<file path="src/rtl/scfc_params.svh">
// Purpose: Constants for the serial channel framing and configuration block
// Assumes: 40 MHz clock; codes below are the values seen on the config ports
// Notes: Each figure is named once here and used by name in the logic
//
// What this block does
// - Set-channel command updates channel operating parameters
// - No operands: prompt each parameter with current value
// - Bare return keeps value; new value replaces it
// - Handshake: one-character hardware or software flow
// - Baud 19200 down to 300 selectable
// - Character length 7 or 8 bits
// - Parity none, even or odd; generated, checked
// - Stop length one or two bits
// - Defaults: char handshake, 9600, 8 bits, none, two
// - Both ends share baud, parity, stop length
// - Channel acts in modem role toward partner
// - Partner setup: 8 bits, two stops, hardware handshake
`ifndef SCFC_PARAMS_SVH
`define SCFC_PARAMS_SVH
`define SCFC_CLK_HZ 40000000
`define SCFC_RATE_19200 19200
`define SCFC_RATE_9600 9600
`define SCFC_RATE_4800 4800
`define SCFC_RATE_2400 2400
`define SCFC_RATE_1200 1200
`define SCFC_RATE_600 600
`define SCFC_RATE_300 300
`define SCFC_BAUD_19200 3'h0
`define SCFC_BAUD_9600 3'h1
`define SCFC_BAUD_4800 3'h2
`define SCFC_BAUD_2400 3'h3
`define SCFC_BAUD_1200 3'h4
`define SCFC_BAUD_600 3'h5
`define SCFC_BAUD_300 3'h6
`define SCFC_PAR_NONE 2'h0
`define SCFC_PAR_EVEN 2'h1
`define SCFC_PAR_ODD 2'h2
`define SCFC_FLD_MODE 3'h0
`define SCFC_FLD_BAUD 3'h1
`define SCFC_FLD_LONG 3'h2
`define SCFC_FLD_PAR 3'h3
`define SCFC_FLD_STOP 3'h4
`define SCFC_OP_MODE 0
`define SCFC_OP_BAUD 1
`define SCFC_OP_LONG 2
`define SCFC_OP_PAR 3
`define SCFC_OP_STOP 4
`define SCFC_RST_FLOW 1'h0
`define SCFC_RST_BAUD `SCFC_BAUD_9600
`define SCFC_RST_LONG8 1'h1
`define SCFC_RST_PAR `SCFC_PAR_NONE
`define SCFC_RST_STOP2 1'h1
`define SCFC_XON 8'h11
`define SCFC_XOFF 8'h13
`define SCFC_LAST7 3'h6
`define SCFC_LAST8 3'h7
`endif

</file>
<file path="src/rtl/scfc_pkg.sv">
// Purpose: Types for the serial channel framing and configuration block
// Assumes: Used with scfc_params.svh
// Notes: State enums only; codes are left to the tools
package scfc_pkg;
    typedef enum logic [2:0] {
        scfc_cfg_idle, scfc_cfg_mode, scfc_cfg_baud, scfc_cfg_long, scfc_cfg_par, scfc_cfg_stop
    } scfc_cfg_st_t;
    typedef enum logic [2:0] {
        scfc_ln_idle, scfc_ln_start, scfc_ln_data, scfc_ln_par, scfc_ln_stop
    } scfc_ln_st_t;
endpackage

</file>
<file path="src/rtl/scfc_channel.sv">
// Purpose: Serial channel with command and prompt driven framing setup
// Assumes: All inputs synchronous to clk; ce low freezes all state
// Notes: Modem role; in character handshake cts_out paces the partner one character at a time
`timescale 1ns/1ps
`default_nettype none
`include "scfc_params.svh"
module scfc_channel
    import scfc_pkg::*;
#(
    parameter int CLK_HZ = `SCFC_CLK_HZ
) (
    // Clock, reset, enable
    input wire logic clk,
    input wire logic sys_rst,
    input wire logic ce,
    // Set-channel command with operands
    input wire logic set_channel_command,
    input wire logic [4:0] cmd_present,
    input wire logic op_flow,
    input wire logic [2:0] op_baud,
    input wire logic op_long8,
    input wire logic [1:0] parity_operand,
    input wire logic op_stop2,
    // Interactive prompt and answer
    output logic prompt_valid,
    output logic [2:0] prompt_field,
    output logic [2:0] prompt_value,
    input wire logic answer_valid,
    input wire logic answer_keep,
    input wire logic [2:0] answer_value,
    // Current settings
    output logic cfg_flow,
    output logic [2:0] cfg_baud,
    output logic cfg_long8,
    output logic [1:0] cfg_parity,
    output logic cfg_stop2,
    // Transmit stream
    input wire logic tx_valid,
    input wire logic [7:0] tx_data,
    output logic tx_ready,
    // Receive stream
    output logic rx_valid,
    output logic [7:0] rx_data,
    output logic rx_parity_err,
    output logic rx_frame_err,
    input wire logic rx_ack,
    // Line, modem role
    output logic ser_out,
    input wire logic ser_in,
    input wire logic rts_in,
    output logic cts_out,
    output logic dsr_out,
    output logic dcd_out
);
    function automatic logic [17:0] bit_div(input logic [2:0] sel);
        unique case (sel)
            `SCFC_BAUD_19200: bit_div = 18'(CLK_HZ / `SCFC_RATE_19200);
            `SCFC_BAUD_9600: bit_div = 18'(CLK_HZ / `SCFC_RATE_9600);
            `SCFC_BAUD_4800: bit_div = 18'(CLK_HZ / `SCFC_RATE_4800);
            `SCFC_BAUD_2400: bit_div = 18'(CLK_HZ / `SCFC_RATE_2400);
            `SCFC_BAUD_1200: bit_div = 18'(CLK_HZ / `SCFC_RATE_1200);
            `SCFC_BAUD_600: bit_div = 18'(CLK_HZ / `SCFC_RATE_600);
            default: bit_div = 18'(CLK_HZ / `SCFC_RATE_300);
        endcase
    endfunction

    function automatic logic par_bit(input logic [7:0] d, input logic l8, input logic [1:0] p);
        par_bit = ((l8 ? ^d : ^d[6:0]) ^ (p == `SCFC_PAR_ODD));
    endfunction

    // Configuration and prompting
    scfc_cfg_st_t cst_q, cst_d;
    logic flow_q, flow_d, l8_q, l8_d, s2_q, s2_d;
    logic [2:0] baud_q, baud_d;
    logic [1:0] par_q, par_d;

    always_comb begin
        cst_d = cst_q;
        flow_d = flow_q;
        baud_d = baud_q;
        l8_d = l8_q;
        par_d = par_q;
        s2_d = s2_q;
        if (cst_q == scfc_cfg_idle && set_channel_command) begin
            if (cmd_present == 5'h00) begin
                cst_d = scfc_cfg_mode;
            end else begin
                if (cmd_present[`SCFC_OP_MODE]) flow_d = op_flow;
                if (cmd_present[`SCFC_OP_BAUD]) baud_d = op_baud;
                if (cmd_present[`SCFC_OP_LONG]) l8_d = op_long8;
                if (cmd_present[`SCFC_OP_PAR]) par_d = parity_operand;
                if (cmd_present[`SCFC_OP_STOP]) s2_d = op_stop2;
            end
        end else if (cst_q != scfc_cfg_idle && answer_valid) begin
            unique case (cst_q)
                scfc_cfg_mode: begin
                    if (!answer_keep) flow_d = answer_value[0];
                    cst_d = scfc_cfg_baud;
                end
                scfc_cfg_baud: begin
                    if (!answer_keep) baud_d = answer_value;
                    cst_d = scfc_cfg_long;
                end
                scfc_cfg_long: begin
                    if (!answer_keep) l8_d = answer_value[0];
                    cst_d = scfc_cfg_par;
                end
                scfc_cfg_par: begin
                    if (!answer_keep) par_d = answer_value[1:0];
                    cst_d = scfc_cfg_stop;
                end
                scfc_cfg_stop: begin
                    if (!answer_keep) s2_d = answer_value[0];
                    cst_d = scfc_cfg_idle;
                end
                default: cst_d = scfc_cfg_idle;
            endcase
        end
    end

    always_ff @(posedge clk) begin
        if (sys_rst) begin
            cst_q <= scfc_cfg_idle;
            flow_q <= `SCFC_RST_FLOW;
            baud_q <= `SCFC_RST_BAUD;
            l8_q <= `SCFC_RST_LONG8;
            par_q <= `SCFC_RST_PAR;
            s2_q <= `SCFC_RST_STOP2;
        end else if (ce) begin
            cst_q <= cst_d;
            flow_q <= flow_d;
            baud_q <= baud_d;
            l8_q <= l8_d;
            par_q <= par_d;
            s2_q <= s2_d;
        end
    end

    always_comb begin
        prompt_valid = (cst_q != scfc_cfg_idle);
        prompt_field = `SCFC_FLD_MODE;
        prompt_value = {2'h0, flow_q};
        unique case (cst_q)
            scfc_cfg_baud: begin
                prompt_field = `SCFC_FLD_BAUD;
                prompt_value = baud_q;
            end
            scfc_cfg_long: begin
                prompt_field = `SCFC_FLD_LONG;
                prompt_value = {2'h0, l8_q};
            end
            scfc_cfg_par: begin
                prompt_field = `SCFC_FLD_PAR;
                prompt_value = {1'h0, par_q};
            end
            scfc_cfg_stop: begin
                prompt_field = `SCFC_FLD_STOP;
                prompt_value = {2'h0, s2_q};
            end
            default: ;
        endcase
    end

    assign cfg_flow = flow_q;
    assign cfg_baud = baud_q;
    assign cfg_long8 = l8_q;
    assign cfg_parity = par_q;
    assign cfg_stop2 = s2_q;

    // Transmitter
    scfc_ln_st_t tst_q, tst_d;
    logic [17:0] tcnt_q, tcnt_d;
    logic [2:0] tbit_q, tbit_d;
    logic [7:0] tsh_q, tsh_d;
    logic tstop_q, tstop_d, tout_q, tout_d, paused_q, paused_d;
    logic tgo, ttick, rx_done;
    logic [7:0] rsh_q;

    assign tgo = flow_q ? !paused_q : rts_in;
    assign tx_ready = (tst_q == scfc_ln_idle) && tgo;
    assign ttick = (tcnt_q == 18'h00000);

    always_comb begin
        tst_d = tst_q;
        tcnt_d = ttick ? 18'h00000 : tcnt_q - 18'h00001;
        tbit_d = tbit_q;
        tsh_d = tsh_q;
        tstop_d = tstop_q;
        tout_d = tout_q;
        paused_d = paused_q;
        if (rx_done && flow_q && rsh_q == `SCFC_XOFF) paused_d = 1'h1;
        if (rx_done && flow_q && rsh_q == `SCFC_XON) paused_d = 1'h0;
        if (!flow_q) paused_d = 1'h0;
        unique case (tst_q)
            scfc_ln_idle: begin
                tout_d = 1'h1;
                if (tx_valid && tx_ready) begin
                    tsh_d = tx_data;
                    tout_d = 1'h0;
                    tcnt_d = bit_div(baud_q) - 18'h00001;
                    tst_d = scfc_ln_start;
                end
            end
            scfc_ln_start: if (ttick) begin
                tout_d = tsh_q[0];
                tbit_d = 3'h0;
                tcnt_d = bit_div(baud_q) - 18'h00001;
                tst_d = scfc_ln_data;
            end
            scfc_ln_data: if (ttick) begin
                tcnt_d = bit_div(baud_q) - 18'h00001;
                if (tbit_q == (l8_q ? `SCFC_LAST8 : `SCFC_LAST7)) begin
                    tstop_d = s2_q;
                    if (par_q == `SCFC_PAR_NONE) begin
                        tout_d = 1'h1;
                        tst_d = scfc_ln_stop;
                    end else begin
                        tout_d = par_bit(tsh_q, l8_q, par_q);
                        tst_d = scfc_ln_par;
                    end
                end else begin
                    tbit_d = tbit_q + 3'h1;
                    tout_d = tsh_q[tbit_q + 3'h1];
                end
            end
            scfc_ln_par: if (ttick) begin
                tcnt_d = bit_div(baud_q) - 18'h00001;
                tout_d = 1'h1;
                tst_d = scfc_ln_stop;
            end
            scfc_ln_stop: if (ttick) begin
                if (tstop_q) begin
                    tstop_d = 1'h0;
                    tcnt_d = bit_div(baud_q) - 18'h00001;
                end else begin
                    tst_d = scfc_ln_idle;
                end
            end
            default: tst_d = scfc_ln_idle;
        endcase
    end

    always_ff @(posedge clk) begin
        if (sys_rst) begin
            tst_q <= scfc_ln_idle;
            tcnt_q <= 18'h00000;
            tbit_q <= 3'h0;
            tsh_q <= 8'h00;
            tstop_q <= 1'h0;
            tout_q <= 1'h1;
            paused_q <= 1'h0;
        end else if (ce) begin
            tst_q <= tst_d;
            tcnt_q <= tcnt_d;
            tbit_q <= tbit_d;
            tsh_q <= tsh_d;
            tstop_q <= tstop_d;
            tout_q <= tout_d;
            paused_q <= paused_d;
        end
    end

    assign ser_out = tout_q;

    // Receiver, samples at mid-bit
    scfc_ln_st_t rst_q, rst_d;
    logic [17:0] rcnt_q, rcnt_d;
    logic [2:0] rbit_q, rbit_d;
    logic [7:0] rsh_d, rdat_q, rdat_d;
    logic rperr_q, rperr_d, rferr_q, rferr_d, rval_q, rval_d, rpar_q, rpar_d;
    logic rtick;

    assign rtick = (rcnt_q == 18'h00000);
    assign rx_done = (rst_q == scfc_ln_stop) && rtick;

    always_comb begin
        rst_d = rst_q;
        rcnt_d = rtick ? 18'h00000 : rcnt_q - 18'h00001;
        rbit_d = rbit_q;
        rsh_d = rsh_q;
        rdat_d = rdat_q;
        rperr_d = rperr_q;
        rferr_d = rferr_q;
        rpar_d = rpar_q;
        rval_d = rval_q && !rx_ack;
        unique case (rst_q)
            scfc_ln_idle: if (!ser_in) begin
                rcnt_d = (bit_div(baud_q) >> 1) - 18'h00001;
                rst_d = scfc_ln_start;
            end
            scfc_ln_start: if (rtick) begin
                rcnt_d = bit_div(baud_q) - 18'h00001;
                rbit_d = 3'h0;
                rsh_d = 8'h00;
                rst_d = ser_in ? scfc_ln_idle : scfc_ln_data;
            end
            scfc_ln_data: if (rtick) begin
                rcnt_d = bit_div(baud_q) - 18'h00001;
                rsh_d[rbit_q] = ser_in;
                rbit_d = rbit_q + 3'h1;
                if (rbit_q == (l8_q ? `SCFC_LAST8 : `SCFC_LAST7)) begin
                    rst_d = (par_q == `SCFC_PAR_NONE) ? scfc_ln_stop : scfc_ln_par;
                end
            end
            scfc_ln_par: if (rtick) begin
                rcnt_d = bit_div(baud_q) - 18'h00001;
                rpar_d = (ser_in != par_bit(rsh_q, l8_q, par_q));
                rst_d = scfc_ln_stop;
            end
            scfc_ln_stop: if (rtick) begin
                rdat_d = rsh_q;
                rperr_d = (par_q != `SCFC_PAR_NONE) && rpar_q;
                rferr_d = !ser_in;
                rval_d = 1'h1;
                rpar_d = 1'h0;
                rst_d = scfc_ln_idle;
            end
            default: rst_d = scfc_ln_idle;
        endcase
    end

    always_ff @(posedge clk) begin
        if (sys_rst) begin
            rst_q <= scfc_ln_idle;
            rcnt_q <= 18'h00000;
            rbit_q <= 3'h0;
            rsh_q <= 8'h00;
            rdat_q <= 8'h00;
            rperr_q <= 1'h0;
            rferr_q <= 1'h0;
            rpar_q <= 1'h0;
            rval_q <= 1'h0;
        end else if (ce) begin
            rst_q <= rst_d;
            rcnt_q <= rcnt_d;
            rbit_q <= rbit_d;
            rsh_q <= rsh_d;
            rdat_q <= rdat_d;
            rperr_q <= rperr_d;
            rferr_q <= rferr_d;
            rpar_q <= rpar_d;
            rval_q <= rval_d;
        end
    end

    assign rx_valid = rval_q;
    assign rx_data = rdat_q;
    assign rx_parity_err = rperr_q;
    assign rx_frame_err = rferr_q;
    assign cts_out = flow_q || !rval_q;
    assign dsr_out = 1'h1;
    assign dcd_out = 1'h1;
endmodule
`default_nettype wire

</file>
<file path="config.mk">
export PLATFORM = sky130hd
export DESIGN_NAME = scfc_channel
export DESIGN_NICKNAME = d
export VERILOG_FILES = /design/src/rtl/scfc_pkg.sv /design/src/rtl/scfc_channel.sv
export VERILOG_INCLUDE_DIRS = /design/src /design/src/rtl
export SDC_FILE = /design/constraint.sdc
export NUM_CORES = 1
export LEC_CHECK = 0
export BUFFER_PORTS_ARGS = -buffer_cell sky130_fd_sc_hd__buf_2
export CORE_ASPECT_RATIO = 0.7
export CORE_UTILIZATION = 57
export DETAILED_ROUTE_END_ITERATION = 7
export PLACE_DENSITY = 0.78
export SLEW_MARGIN = 5
export SYNTH_ARGS = -nofsm -noshare
export SYNTH_HDL_FRONTEND = slang
export SYNTH_SLANG_ARGS = --single-unit
</file>
<file path="constraint.sdc">
create_clock -name clk -period 2.94 [get_ports clk]
set_input_delay 0.441 -clock clk [delete_from_list [all_inputs] [get_ports clk]]
set_output_delay 0.441 -clock clk [all_outputs]
set_load 0.02 [all_outputs]
</file>
==> impl_metrics.env, run 1 <==
export IMPL_cts_tree="done"
export IMPL_max_freq_ghz=0.374
export IMPL_clk_pin_slew_ps=70
export IMPL_core_area_um2=10400
export IMPL_status="complete, no violations"
export IMPL_rows=31
export IMPL_cts_hold_buffers=0
export IMPL_slowest_delay_ps=490
export IMPL_grt_ovfl_total=0
export IMPL_htree_levels=3
export IMPL_switching_share_pct=36.5
export IMPL_setup_viol=0
export IMPL_dp_hpwl_um=12600
export IMPL_critPathLaunchType="flop"
export IMPL_vias=6491
export IMPL_dieArea_um2=11200
export IMPL_grt_pass1_wl_um=28600
export IMPL_syn_inst=807
export IMPL_synth_edff_count=0
export IMPL_clkLatencyLatePin_ps=350
export IMPL_fin_crit_ps=2680
export IMPL_comb_power_share_pct=33.7
export IMPL_busiest_layer="met2"
export IMPL_cts_sinks=90
export IMPL_grt_total_usage_pct=32.2
export IMPL_place_gp_congestion=0.988
export IMPL_post_route_period_util_pct=91.0
export IMPL_async_flop_share_pct=0
export IMPL_clock_path_buffers=2
export IMPL_clockPowerShare_pct=31.0
export IMPL_maxSlewViolCount=0
export IMPL_grt_max_degree=65
export IMPL_stdcell_count=985
export IMPL_drcViolationCount=0
export IMPL_min_path_type="input port to flop"
export IMPL_synth_seq_area_share_pct=29.4
export IMPL_critPathTopFamily="simple AND/OR/NAND/NOR gates"
export IMPL_cts_buffers_inserted=9
export IMPL_crit_type="flop to flop"
export IMPL_relSlewSlack_pct=42.4
export IMPL_yosysUniqueCellTypes=89
export IMPL_use_met2_pct=50.1
export IMPL_use_met3_pct=6.35
export IMPL_layout_nets=894
export IMPL_p_leak_nw=2.54
export IMPL_drt_pass1_iterations=7
export IMPL_first_iter_violations=697
export IMPL_wirelength_um=17800
export IMPL_worstPathRequired_ps=3180
export IMPL_report_final_hold_viol_count=0
export IMPL_cp_slowest_cell="nor3_1"
export IMPL_via_per_inst=6.59
export IMPL_antenna_found_initial=0
export IMPL_die_w_um=126
export IMPL_wire_per_inst_um=18.1
export IMPL_drive_above_1_share_pct=15.4
export IMPL_skew_ps=5.62
export IMPL_root_buffer="clkbuf_16"
export IMPL_grt_use_met1_pct=44.5
export IMPL_ys_warn_count=0
export IMPL_ant_nets=0
export IMPL_die_y_um=88.8
export IMPL_path_max_fanout=9
export IMPL_cts_resized=0
export IMPL_post_cts_setup_buffer_count=0
export IMPL_start_util_pct=59.0
export IMPL_io_buffers=62
export IMPL_n_antenna_cell=0
export IMPL_syn_area_um2=6130
export IMPL_tns_ps=0
export IMPL_ys_seq_elements=90
export IMPL_pin_count=65
export IMPL_worst_path_buf_inv=2
export IMPL_arrival_ps=2920
export IMPL_avgSynthCellArea_um2=7.60
export IMPL_powerDensity_nw_per_um2=599
export IMPL_grt_pass1_vias=5797
export IMPL_cap_violations=0
export IMPL_internal_power_w=0.00258
export IMPL_rsz0062_at_grt="false"
export IMPL_syn_to_final_growth_pct=10.8
export IMPL_ir_drop_v=0.000336
export IMPL_critPathCaptureType="flop"
export IMPL_synth_ff_type="dfxtp_1"
export IMPL_pwr_share_seq_pct=35.3
export IMPL_crit_chain="inv_1 -> ha_1 -> nor3b_2 -> nand4b_1 -> buf_4 -> nor3_1 -> nand3_1 -> o311a_1"
export IMPL_power_total_w=0.00407
export IMPL_p_sw_w=0.00148
export IMPL_tightest_slew_ps=864
export IMPL_dpl_cell_count=969
state kept, by name (all words and copies together) (netlist names), 2 cells and up:
signal and flops:
cfg_baud 3, cfg_parity 2, cst_q 3, rbit_q 3, rcnt_q 18, rsh_q 8, rst_q 3, rx_data 8
tbit_q 3, tcnt_q 18, tsh_q 8, tst_q 3
metal layers:
metal	vias up	part of all wire, %	wire length (µm)
met2	345	44	7770
met5	-	0	0
li1	3052	-	-
met1	3057	46	8170
met4	0	1.7	300
met3	37	8.9	1580
kinds of logic (layout without fill, tap and decap cells):
kind of cell,count (synthesis),after routing,synth area share (%)
simple gates,334,334,27.6
compound gates,236,236,25.6
flops,90,90,29.4
buf+inv,87,132,7.02
xor+xnor,23,23,3.51
mux,23,23,4.20
fa+ha+maj,13,13,2.61
other cells,1,2,0.0612
cells in the mapped netlist, types with 7 or more instances:
cell      count  area share, %
nor2_1      102            6.2
dfxtp_1      90             29
nand2_1      73            4.5
a21oi_1      63            5.1
o21ai_0      53            4.3
clkbuf_1     42            2.6
nor3_1       39            3.2
inv_1        28            1.7
mux2i_1      19            3.1
xnor2_1      19            2.7
nand3_1      16            1.3
nor4_1       13            1.3
or3_1        13            1.3
ha_1         12            2.4
o211ai_1     11            1.3
a31oi_1      10            1.0
nand2b_1      9           0.92
o221ai_1      9            1.3
a211oi_1      8           0.98
nor2b_1       8           0.82
and3_1        7           0.71
o22ai_1       7           0.71
stage by stage:
step	worst slack [ps]	cell area, µm²	hold WS [ps]	util, %
after floorplan	344	6140	431	-
after global placement	450	6480	444	62.3
after detailed placement	347	6480	445	62.3
after CTS	319	6800	353	65.4
after global routing	48.2	6800	362	65.4
final	263	6800	356	65.4
power groups by stage:
stage	clock [W]	combinational [W]	sequential, W
6_report	0.00126	0.00137	0.00144
5_1_grt	0.00132	0.00149	0.00145
4_1_cts	0.00127	0.00134	0.00143
3_5_place_dp	0	0.00132	0.00146
3_3_place_gp	0	0.00128	0.00145
2_1_floorplan	0	0.00103	0.00142
cells in the final DEF (no fill, tap or decap), types with 9 or more instances in the layout:
cell type  instances
nand3_1           16
o21ai_0           53
nor3_1            39
dfxtp_1           90
nor2_1           102
ha_1              12
mux2i_1           19
or3_1             13
clkbuf_16          9
xnor2_1           19
o221ai_1           9
a31oi_1           10
o211ai_1          11
a21oi_1           63
nor4_1            13
buf_4             25
buf_2             62
nand2_1           73
nand2b_1           9
inv_1             28
layout make-up:
type / count / area (µm²)
clock buffer: 10 / 229
clock inverter: 6 / 90.1
fill: 894 / 3600
inverter: 29 / 109
multi-input combinational: 631 / 3900
sequential: 90 / 1800
tap: 132 / 165
timing repair buffer: 87 / 498
worst reg2reg max path: stages, from the launching register on:
cell and delay [ps]:
dfxtp_1 340, inv_1 80, ha_1 180, nor3b_2 220
nand4b_1 410, buf_4 320, nor3_1 490, nand3_1 180
o311a_1 350
path summary, 6_finish.rpt:
| check | endpoint | depth (start not counted) | slack [ps] | from |
|---|---|---|---|---|
| worst max-delay path | rpar_q$_SDFFE_PP0P_ | 8 | 260 | rcnt_q[0]$_SDFFE_PP0P_ |
| worst min-delay path | tsh_q[0]$_SDFFE_PP0P_ | 3 | 360 | tx_data[0] |
| worst max register to register | rpar_q$_SDFFE_PP0P_ | 8 | 260 | rcnt_q[0]$_SDFFE_PP0P_ |
| worst min register to register | rx_data[4]$_SDFFE_PP0P_ | 2 | 450 | rx_data[4]$_SDFFE_PP0P_ |
Note: power is estimated with default switching activity, not from simulation.
==> run 2: changes to the inputs <==
- BUFFER_PORTS_ARGS: -buffer_cell sky130_fd_sc_hd__buf_2 -> default
- DONT_BUFFER_PORTS: default -> 1
- PLACE_DENSITY: 0.78 -> 0.72
- SLEW_MARGIN: 5 -> 20
==> run 2 against run 1 <==
Net effect:
- design area down 5.4%
- combinational power down 6%
- clock power down 14%
- setup slack worse by 78 ps
- sequential share of layout area up 1.5 points
- utilization down 3.5 points
- hold slack worse by 200 ps
- sequential cell count unchanged
- wire length down 2.5%
- largest power group unchanged
- highest routed layer unchanged
==> impl_metrics.env, run 2 (synthesis results as in run 1) <==
export IMPL_status="complete, no violations"
export IMPL_max_freq_ghz=0.363
export IMPL_grt_pass1_vias=5483
export IMPL_dp_hpwl_um=12100
export IMPL_tns_ps=0
export IMPL_p_leak_nw=2.23
export IMPL_reg_top3="rcnt_q: 18 flops, tcnt_q: 18 flops"
export IMPL_clkLatencyLatePin_ps=340
export IMPL_dieArea_um2=11200
export IMPL_grt_max_degree=69
export IMPL_die_y_um=88.8
export IMPL_grt_total_usage_pct=31.0
export IMPL_cp_slowest_cell="or3_4"
export IMPL_tightest_slew_ps=719
export IMPL_place_gp_congestion=0.909
export IMPL_maxSlewViolCount=0
export IMPL_htree_levels=3
export IMPL_skew_ps=6.27
export IMPL_path_max_fanout=11
export IMPL_ir_drop_v=0.000327
export IMPL_n_antenna_cell=0
export IMPL_rows=31
export IMPL_clock_path_buffers=2
export IMPL_crit_type="flop to flop"
export IMPL_start_util_pct=59.0
export IMPL_worstPathRequired_ps=3180
export IMPL_die_w_um=126
export IMPL_slowest_delay_ps=590
export IMPL_final_cell_mix="nor2_1, dfxtp_1, nand2_1"
export IMPL_rsz0062_at_grt="false"
export IMPL_min_path_type="input port to flop"
export IMPL_critPathLaunchType="flop"
export IMPL_n_fill_cell=938
export IMPL_critPathTopFamily="simple AND/OR/NAND/NOR gates"
export IMPL_pin_count=65
export IMPL_dpl_cell_count=905
export IMPL_via_per_inst=6.69
export IMPL_fin_crit_ps=2750
export IMPL_clk_pin_slew_ps=70
export IMPL_crit_chain="inv_1 -> ha_1 -> nor3b_2 -> nand4b_1 -> or3_4 -> o221ai_2 -> a21oi_1 -> nor4_1"
export IMPL_powerDensity_nw_per_um2=592
export IMPL_stdcell_count=921
export IMPL_ant_nets=0
export IMPL_post_route_period_util_pct=93.7
export IMPL_arrival_ps=2990
export IMPL_root_buffer="clkbuf_16"
export IMPL_setup_viol=0
export IMPL_relSlewSlack_pct=51.8
export IMPL_cap_violations=0
export IMPL_critPathCaptureType="flop"
export IMPL_worst_path_buf_inv=1
export IMPL_grt_ovfl_total=0
export IMPL_drive_above_1_share_pct=8.62
export IMPL_layout_nets=830
export IMPL_drcViolationCount=0
export IMPL_core_area_um2=10400
export IMPL_drt_pass1_iterations=6
export IMPL_grt_pass1_wl_um=27700
export IMPL_antenna_found_initial=0
export IMPL_report_final_hold_viol_count=0
export IMPL_cts_buffers_inserted=9
export IMPL_syn_to_final_growth_pct=4.86
export IMPL_first_iter_violations=818
export IMPL_power_total_w=0.00380
export IMPL_cts_tree="done"
export IMPL_layout_commonest_cell="nor2_1"
export IMPL_wire_per_inst_um=18.9
export IMPL_wirelength_um=17400
export IMPL_post_cts_setup_buffer_count=0
export IMPL_cts_sinks=90
export IMPL_io_buffers=0
export IMPL_vias=6165
==> run 2: cell types whose count changed in the layout (fill, tap and decap cells not counted) <==
cell / change
buf_4: -2
clkinvlp_4: +3
buf_2: -62
or3_4: +1
inv_6: -1
or3_1: -1
bufinv_16: -2
==> run 2: per-layer routing <==
metal / track usage [%] / wire, µm / share of wire [%]
met1: 44.4 / 8130 / 47
met2: 46.2 / 7390 / 43
met3: 6.77 / 1540 / 8.9
met4: 10.5 / 327 / 1.9
met5: 0 / 0 / 0
==> run 2: cell type report <==
type / count / area [µm²] / share of cell area, %
flip-flops and latches: 90 / 1800 / 28.0
clock inverters: 6 / 43.8 / 0.681
inverters: 29 / 109 / 1.69
repair buffers: 23 / 173 / 2.69
multi-input cells: 631 / 3910 / 60.8
well taps: 132 / 165 / 2.57
clock buffers: 10 / 229 / 3.56
==> run 2: metrics by stage <==
step           setup WS (ps)  instance area [µm²]  hold WS [ps]  util (%)
2_1_floorplan            344                 6140           431         -
3_3_place_gp             340                 6150           437      59.2
3_5_place_dp             187                 6150           443      59.2
4_1_cts                  179                 6420           149      61.8
5_1_grt                 38.2                 6430           142      61.9
6_report                 186                 6430           151      61.9
==> run 2: what timing repair did <==
| item | 4_1_cts | 5_1_grt |
|---|---|---|
| endpoints found under the setup margin | 0 | 3 |
| resized for setup | 0 | 1 |
| hold endpoints to repair | 0 | 0 |
| hold buffers | 0 | 0 |
==> run 2: final timing paths <==
path / startpoint / end / slack, ps / cells after the start
max: rcnt_q[0]$_SDFFE_PP0P_ / rcnt_q[9]$_SDFFE_PP0P_ / 190 / 8
min: sys_rst / tst_q[1]$_SDFFE_PP0P_ / 150 / 1
max reg2reg: rcnt_q[0]$_SDFFE_PP0P_ / rcnt_q[9]$_SDFFE_PP0P_ / 190 / 8
min reg2reg: tcnt_q[12]$_SDFFE_PP0P_ / tcnt_q[12]$_SDFFE_PP0P_ / 450 / 2
==> run 2: power by group <==
group / leakage [nW] / internal [W] / total (W) / switching (W)
clock: 0.121 / 0.000573 / 0.00108 / 0.000504
sequential: 0.732 / 0.00131 / 0.00144 / 0.000125
combinational: 1.38 / 0.000499 / 0.00129 / 0.000792
total: 2.23 / 0.00238 / 0.00380 / 0.00142
==> run 3: changes to the inputs <==
==> constraint.sdc (replaced) <==
create_clock -name clk -period 2.94 [get_ports clk]
set_input_delay 0.294 -clock clk [delete_from_list [all_inputs] [get_ports clk]]
set_output_delay 0.294 -clock clk [all_outputs]
set_load 0.02 [all_outputs]
==> run 3 against run 2 <==
Net effect:
- hold slack got worse by 140 ps
- sequential cell count unchanged
- design area increased by 0.21%
- first-iteration DRC count increased by 13%
- count of clock-buffer cells in the layout increased by 1
- utilization increased by 0.13 points
- power decreased by 0.40%
- clock power about the same
- die area unchanged
- global-route usage decreased by 0.15 points
- critical path type unchanged
- critical endpoint is now tcnt_q[16]$_SDFFE_PP0P_
- highest routed layer unchanged
==> impl_metrics.env, run 3 (synthesis results as in run 1) <==
export IMPL_htree_levels=3
export IMPL_cts_buffers_inserted=9
export IMPL_status="complete, no violations"
export IMPL_drcViolationCount=0
export IMPL_reg2reg_from="tcnt_q[0]$_SDFFE_PP0P_"
export IMPL_cts_sinks=90
export IMPL_root_buffer="clkbuf_16"
export IMPL_ir_drop_v=0.000341
export IMPL_io_buffers=0
export IMPL_via_per_inst=6.76
export IMPL_critPathCaptureType="flop"
export IMPL_clock_path_buffers=2
export IMPL_min_from="sys_rst"
export IMPL_cts_tree="done"
export IMPL_worst_path_buf_inv=1
export IMPL_core_area_um2=10400
export IMPL_post_place_ws_ps=207
export IMPL_ant_nets=0
export IMPL_skew_ps=6.51
export IMPL_maxSlewViolCount=0
export IMPL_internal_power_w=0.00239
export IMPL_clockPowerShare_pct=27.9
export IMPL_max_freq_ghz=0.370
export IMPL_place_gp_congestion=0.907
export IMPL_grt_total_usage_pct=30.9
export IMPL_post_route_util_pct=62.0
export IMPL_critPathTopFamily="simple AND/OR/NAND/NOR gates"
export IMPL_pin_count=65
export IMPL_rows=31
export IMPL_layout_setup_ws_ps=237
export IMPL_cp_startpoint="tcnt_q[0]$_SDFFE_PP0P_"
export IMPL_arrival_ps=2940
export IMPL_report_final_hold_viol_count=0
export IMPL_dp_hpwl_um=12000
export IMPL_n_antenna_cell=0
export IMPL_reg_top3="rcnt_q: 18 flops, tcnt_q: 18 flops"
export IMPL_crit_chain="inv_1 -> ha_1 -> nor3b_1 -> nand3_1 -> nor3_1 -> mux2_2 -> and3_1 -> o221a_2"
export IMPL_tightest_slew_ps=846
export IMPL_pwr_share_seq_pct=37.8
export IMPL_drt_pass1_iterations=6
export IMPL_clk_pin_slew_ps=70
export IMPL_switching_share_pct=37.0
export IMPL_die_w_um=126
export IMPL_post_route_period_util_pct=91.9
export IMPL_comb_power_share_pct=34.3
export IMPL_regToRegEndpoint="tcnt_q[16]$_SDFFE_PP0P_"
export IMPL_layout_commonest_cell="nor2_1"
export IMPL_path_max_fanout=10
export IMPL_grt_ovfl_total=0
export IMPL_cp_slowest_cell="nor3_1"
export IMPL_grt_pass1_vias=5307
export IMPL_grt_pass1_wl_um=27300
export IMPL_cap_violations=0
export IMPL_r2r_slack_ps=240
export IMPL_crit_type="flop to flop"
export IMPL_hold_path_depth=1
export IMPL_wire_per_inst_um=18.8
export IMPL_min_path_type="input port to flop"
export IMPL_wirelength_um=17300
export IMPL_clkLatencyLatePin_ps=340
export IMPL_worstPathRequired_ps=3180
export IMPL_powerDensity_nw_per_um2=588
export IMPL_slowest_delay_ps=440
export IMPL_whs_endpoint="tsh_q[0]$_SDFFE_PP0P_"
export IMPL_r2r_cells=8
export IMPL_relSlewSlack_pct=43.6
export IMPL_grt_max_degree=69
export IMPL_dieArea_um2=11200
export IMPL_rsz0062_at_grt="false"
export IMPL_antenna_found_initial=0
export IMPL_p_sw_w=0.00140
export IMPL_critPathLaunchType="flop"
export IMPL_p_leak_nw=2.24
export IMPL_tns_ps=0
export IMPL_dpl_cell_count=904
export IMPL_drive_above_1_share_pct=8.61
export IMPL_die_y_um=88.8
export IMPL_vias=6231
export IMPL_layout_nets=832
export IMPL_syn_to_final_growth_pct=5.08
export IMPL_setup_viol=0
export IMPL_first_iter_violations=925
export IMPL_start_util_pct=59.0
export IMPL_final_cell_mix="nor2_1, dfxtp_1, nand2_1"
export IMPL_stdcell_count=922
export IMPL_fin_crit_ps=2700
## run 3: changes by cell type in the layout (fill, tap and decap cells not counted), sizes merged
cell         change
clkbuf           +1
clkinvlp         -3
buf              +1
clkinv           +1
dlygate4sd3      +1
## run 3: final cells by class
cell class,instances,area [µm²]
Clock inverter,4,30.0
Clock buffer,11,233
Timing Repair Buffer,25,190
Tap cell,132,165
Multi-Input combinational cell,631,3920
Fill cell,905,3950
Sequential cell,90,1800
Inverter,29,109
## run 3: worst reg2reg max path, delay by kind of cell (launching register included)
kind / cells / cell delay, ps
adder cells (fa/ha/maj): 1 / 190
multiplexers: 1 / 380
buffers and inverters: 1 / 80
AO/OA/AOI/OAI: 1 / 230
flip-flops: 1 / 350
AND/OR/NAND/NOR: 4 / 1370
## run 3: routing by layer
metal / share of wire (%) / track usage (%)
met4: 1.4 / 8.21
met5: 0 / 0
met2: 43 / 45.9
met3: 9.8 / 6.59
met1: 46 / 45.1
## run 3: how the worst max path moves through the flow
stage | to | slack, ps | cells past startpoint
global placement | tst_q[1]$_SDFFE_PP0P_ | 350 | 8
floorplan | rcnt_q[3]$_SDFFE_PP0P_ | 340 | 10
finish | tcnt_q[16]$_SDFFE_PP0P_ | 240 | 8
global route | rsh_q[2]$_SDFFE_PP0P_ | 1 | 8
detailed placement | tst_q[1]$_SDFFE_PP0P_ | 210 | 8
CTS | tst_q[1]$_SDFFE_PP0P_ | 170 | 8
## run 3: timing repair
item | in CTS | in global routing
endpoints found under the hold margin | 0 | 1
hold buffers | 0 | 1
buffers inserted | 0 | 2
resized for setup | 0 | 2
endpoints found under the setup margin | 0 | 8
## run 3: through the flow
stage	cell area, µm²	power, W	hold WS [ps]
2_1_floorplan	6140	0.00245	431
3_3_place_gp	6140	0.00267	364
3_5_place_dp	6140	0.00270	366
4_1_cts	6410	0.00375	9.43
5_1_grt	6440	0.00401	5.21
6_report	6440	0.00379	15.0
## run 3: power groups by stage
| stage | Sequential [W] | Clock, W | Combinational (W) |
|---|---|---|---|
| after floorplan | 0.00142 | 0 | 0.00103 |
| final | 0.00143 | 0.00106 | 0.00130 |
| after detailed placement | 0.00146 | 0 | 0.00124 |
| after CTS | 0.00143 | 0.00107 | 0.00125 |
| after global routing | 0.00145 | 0.00113 | 0.00143 |
| after global placement | 0.00145 | 0 | 0.00122 |
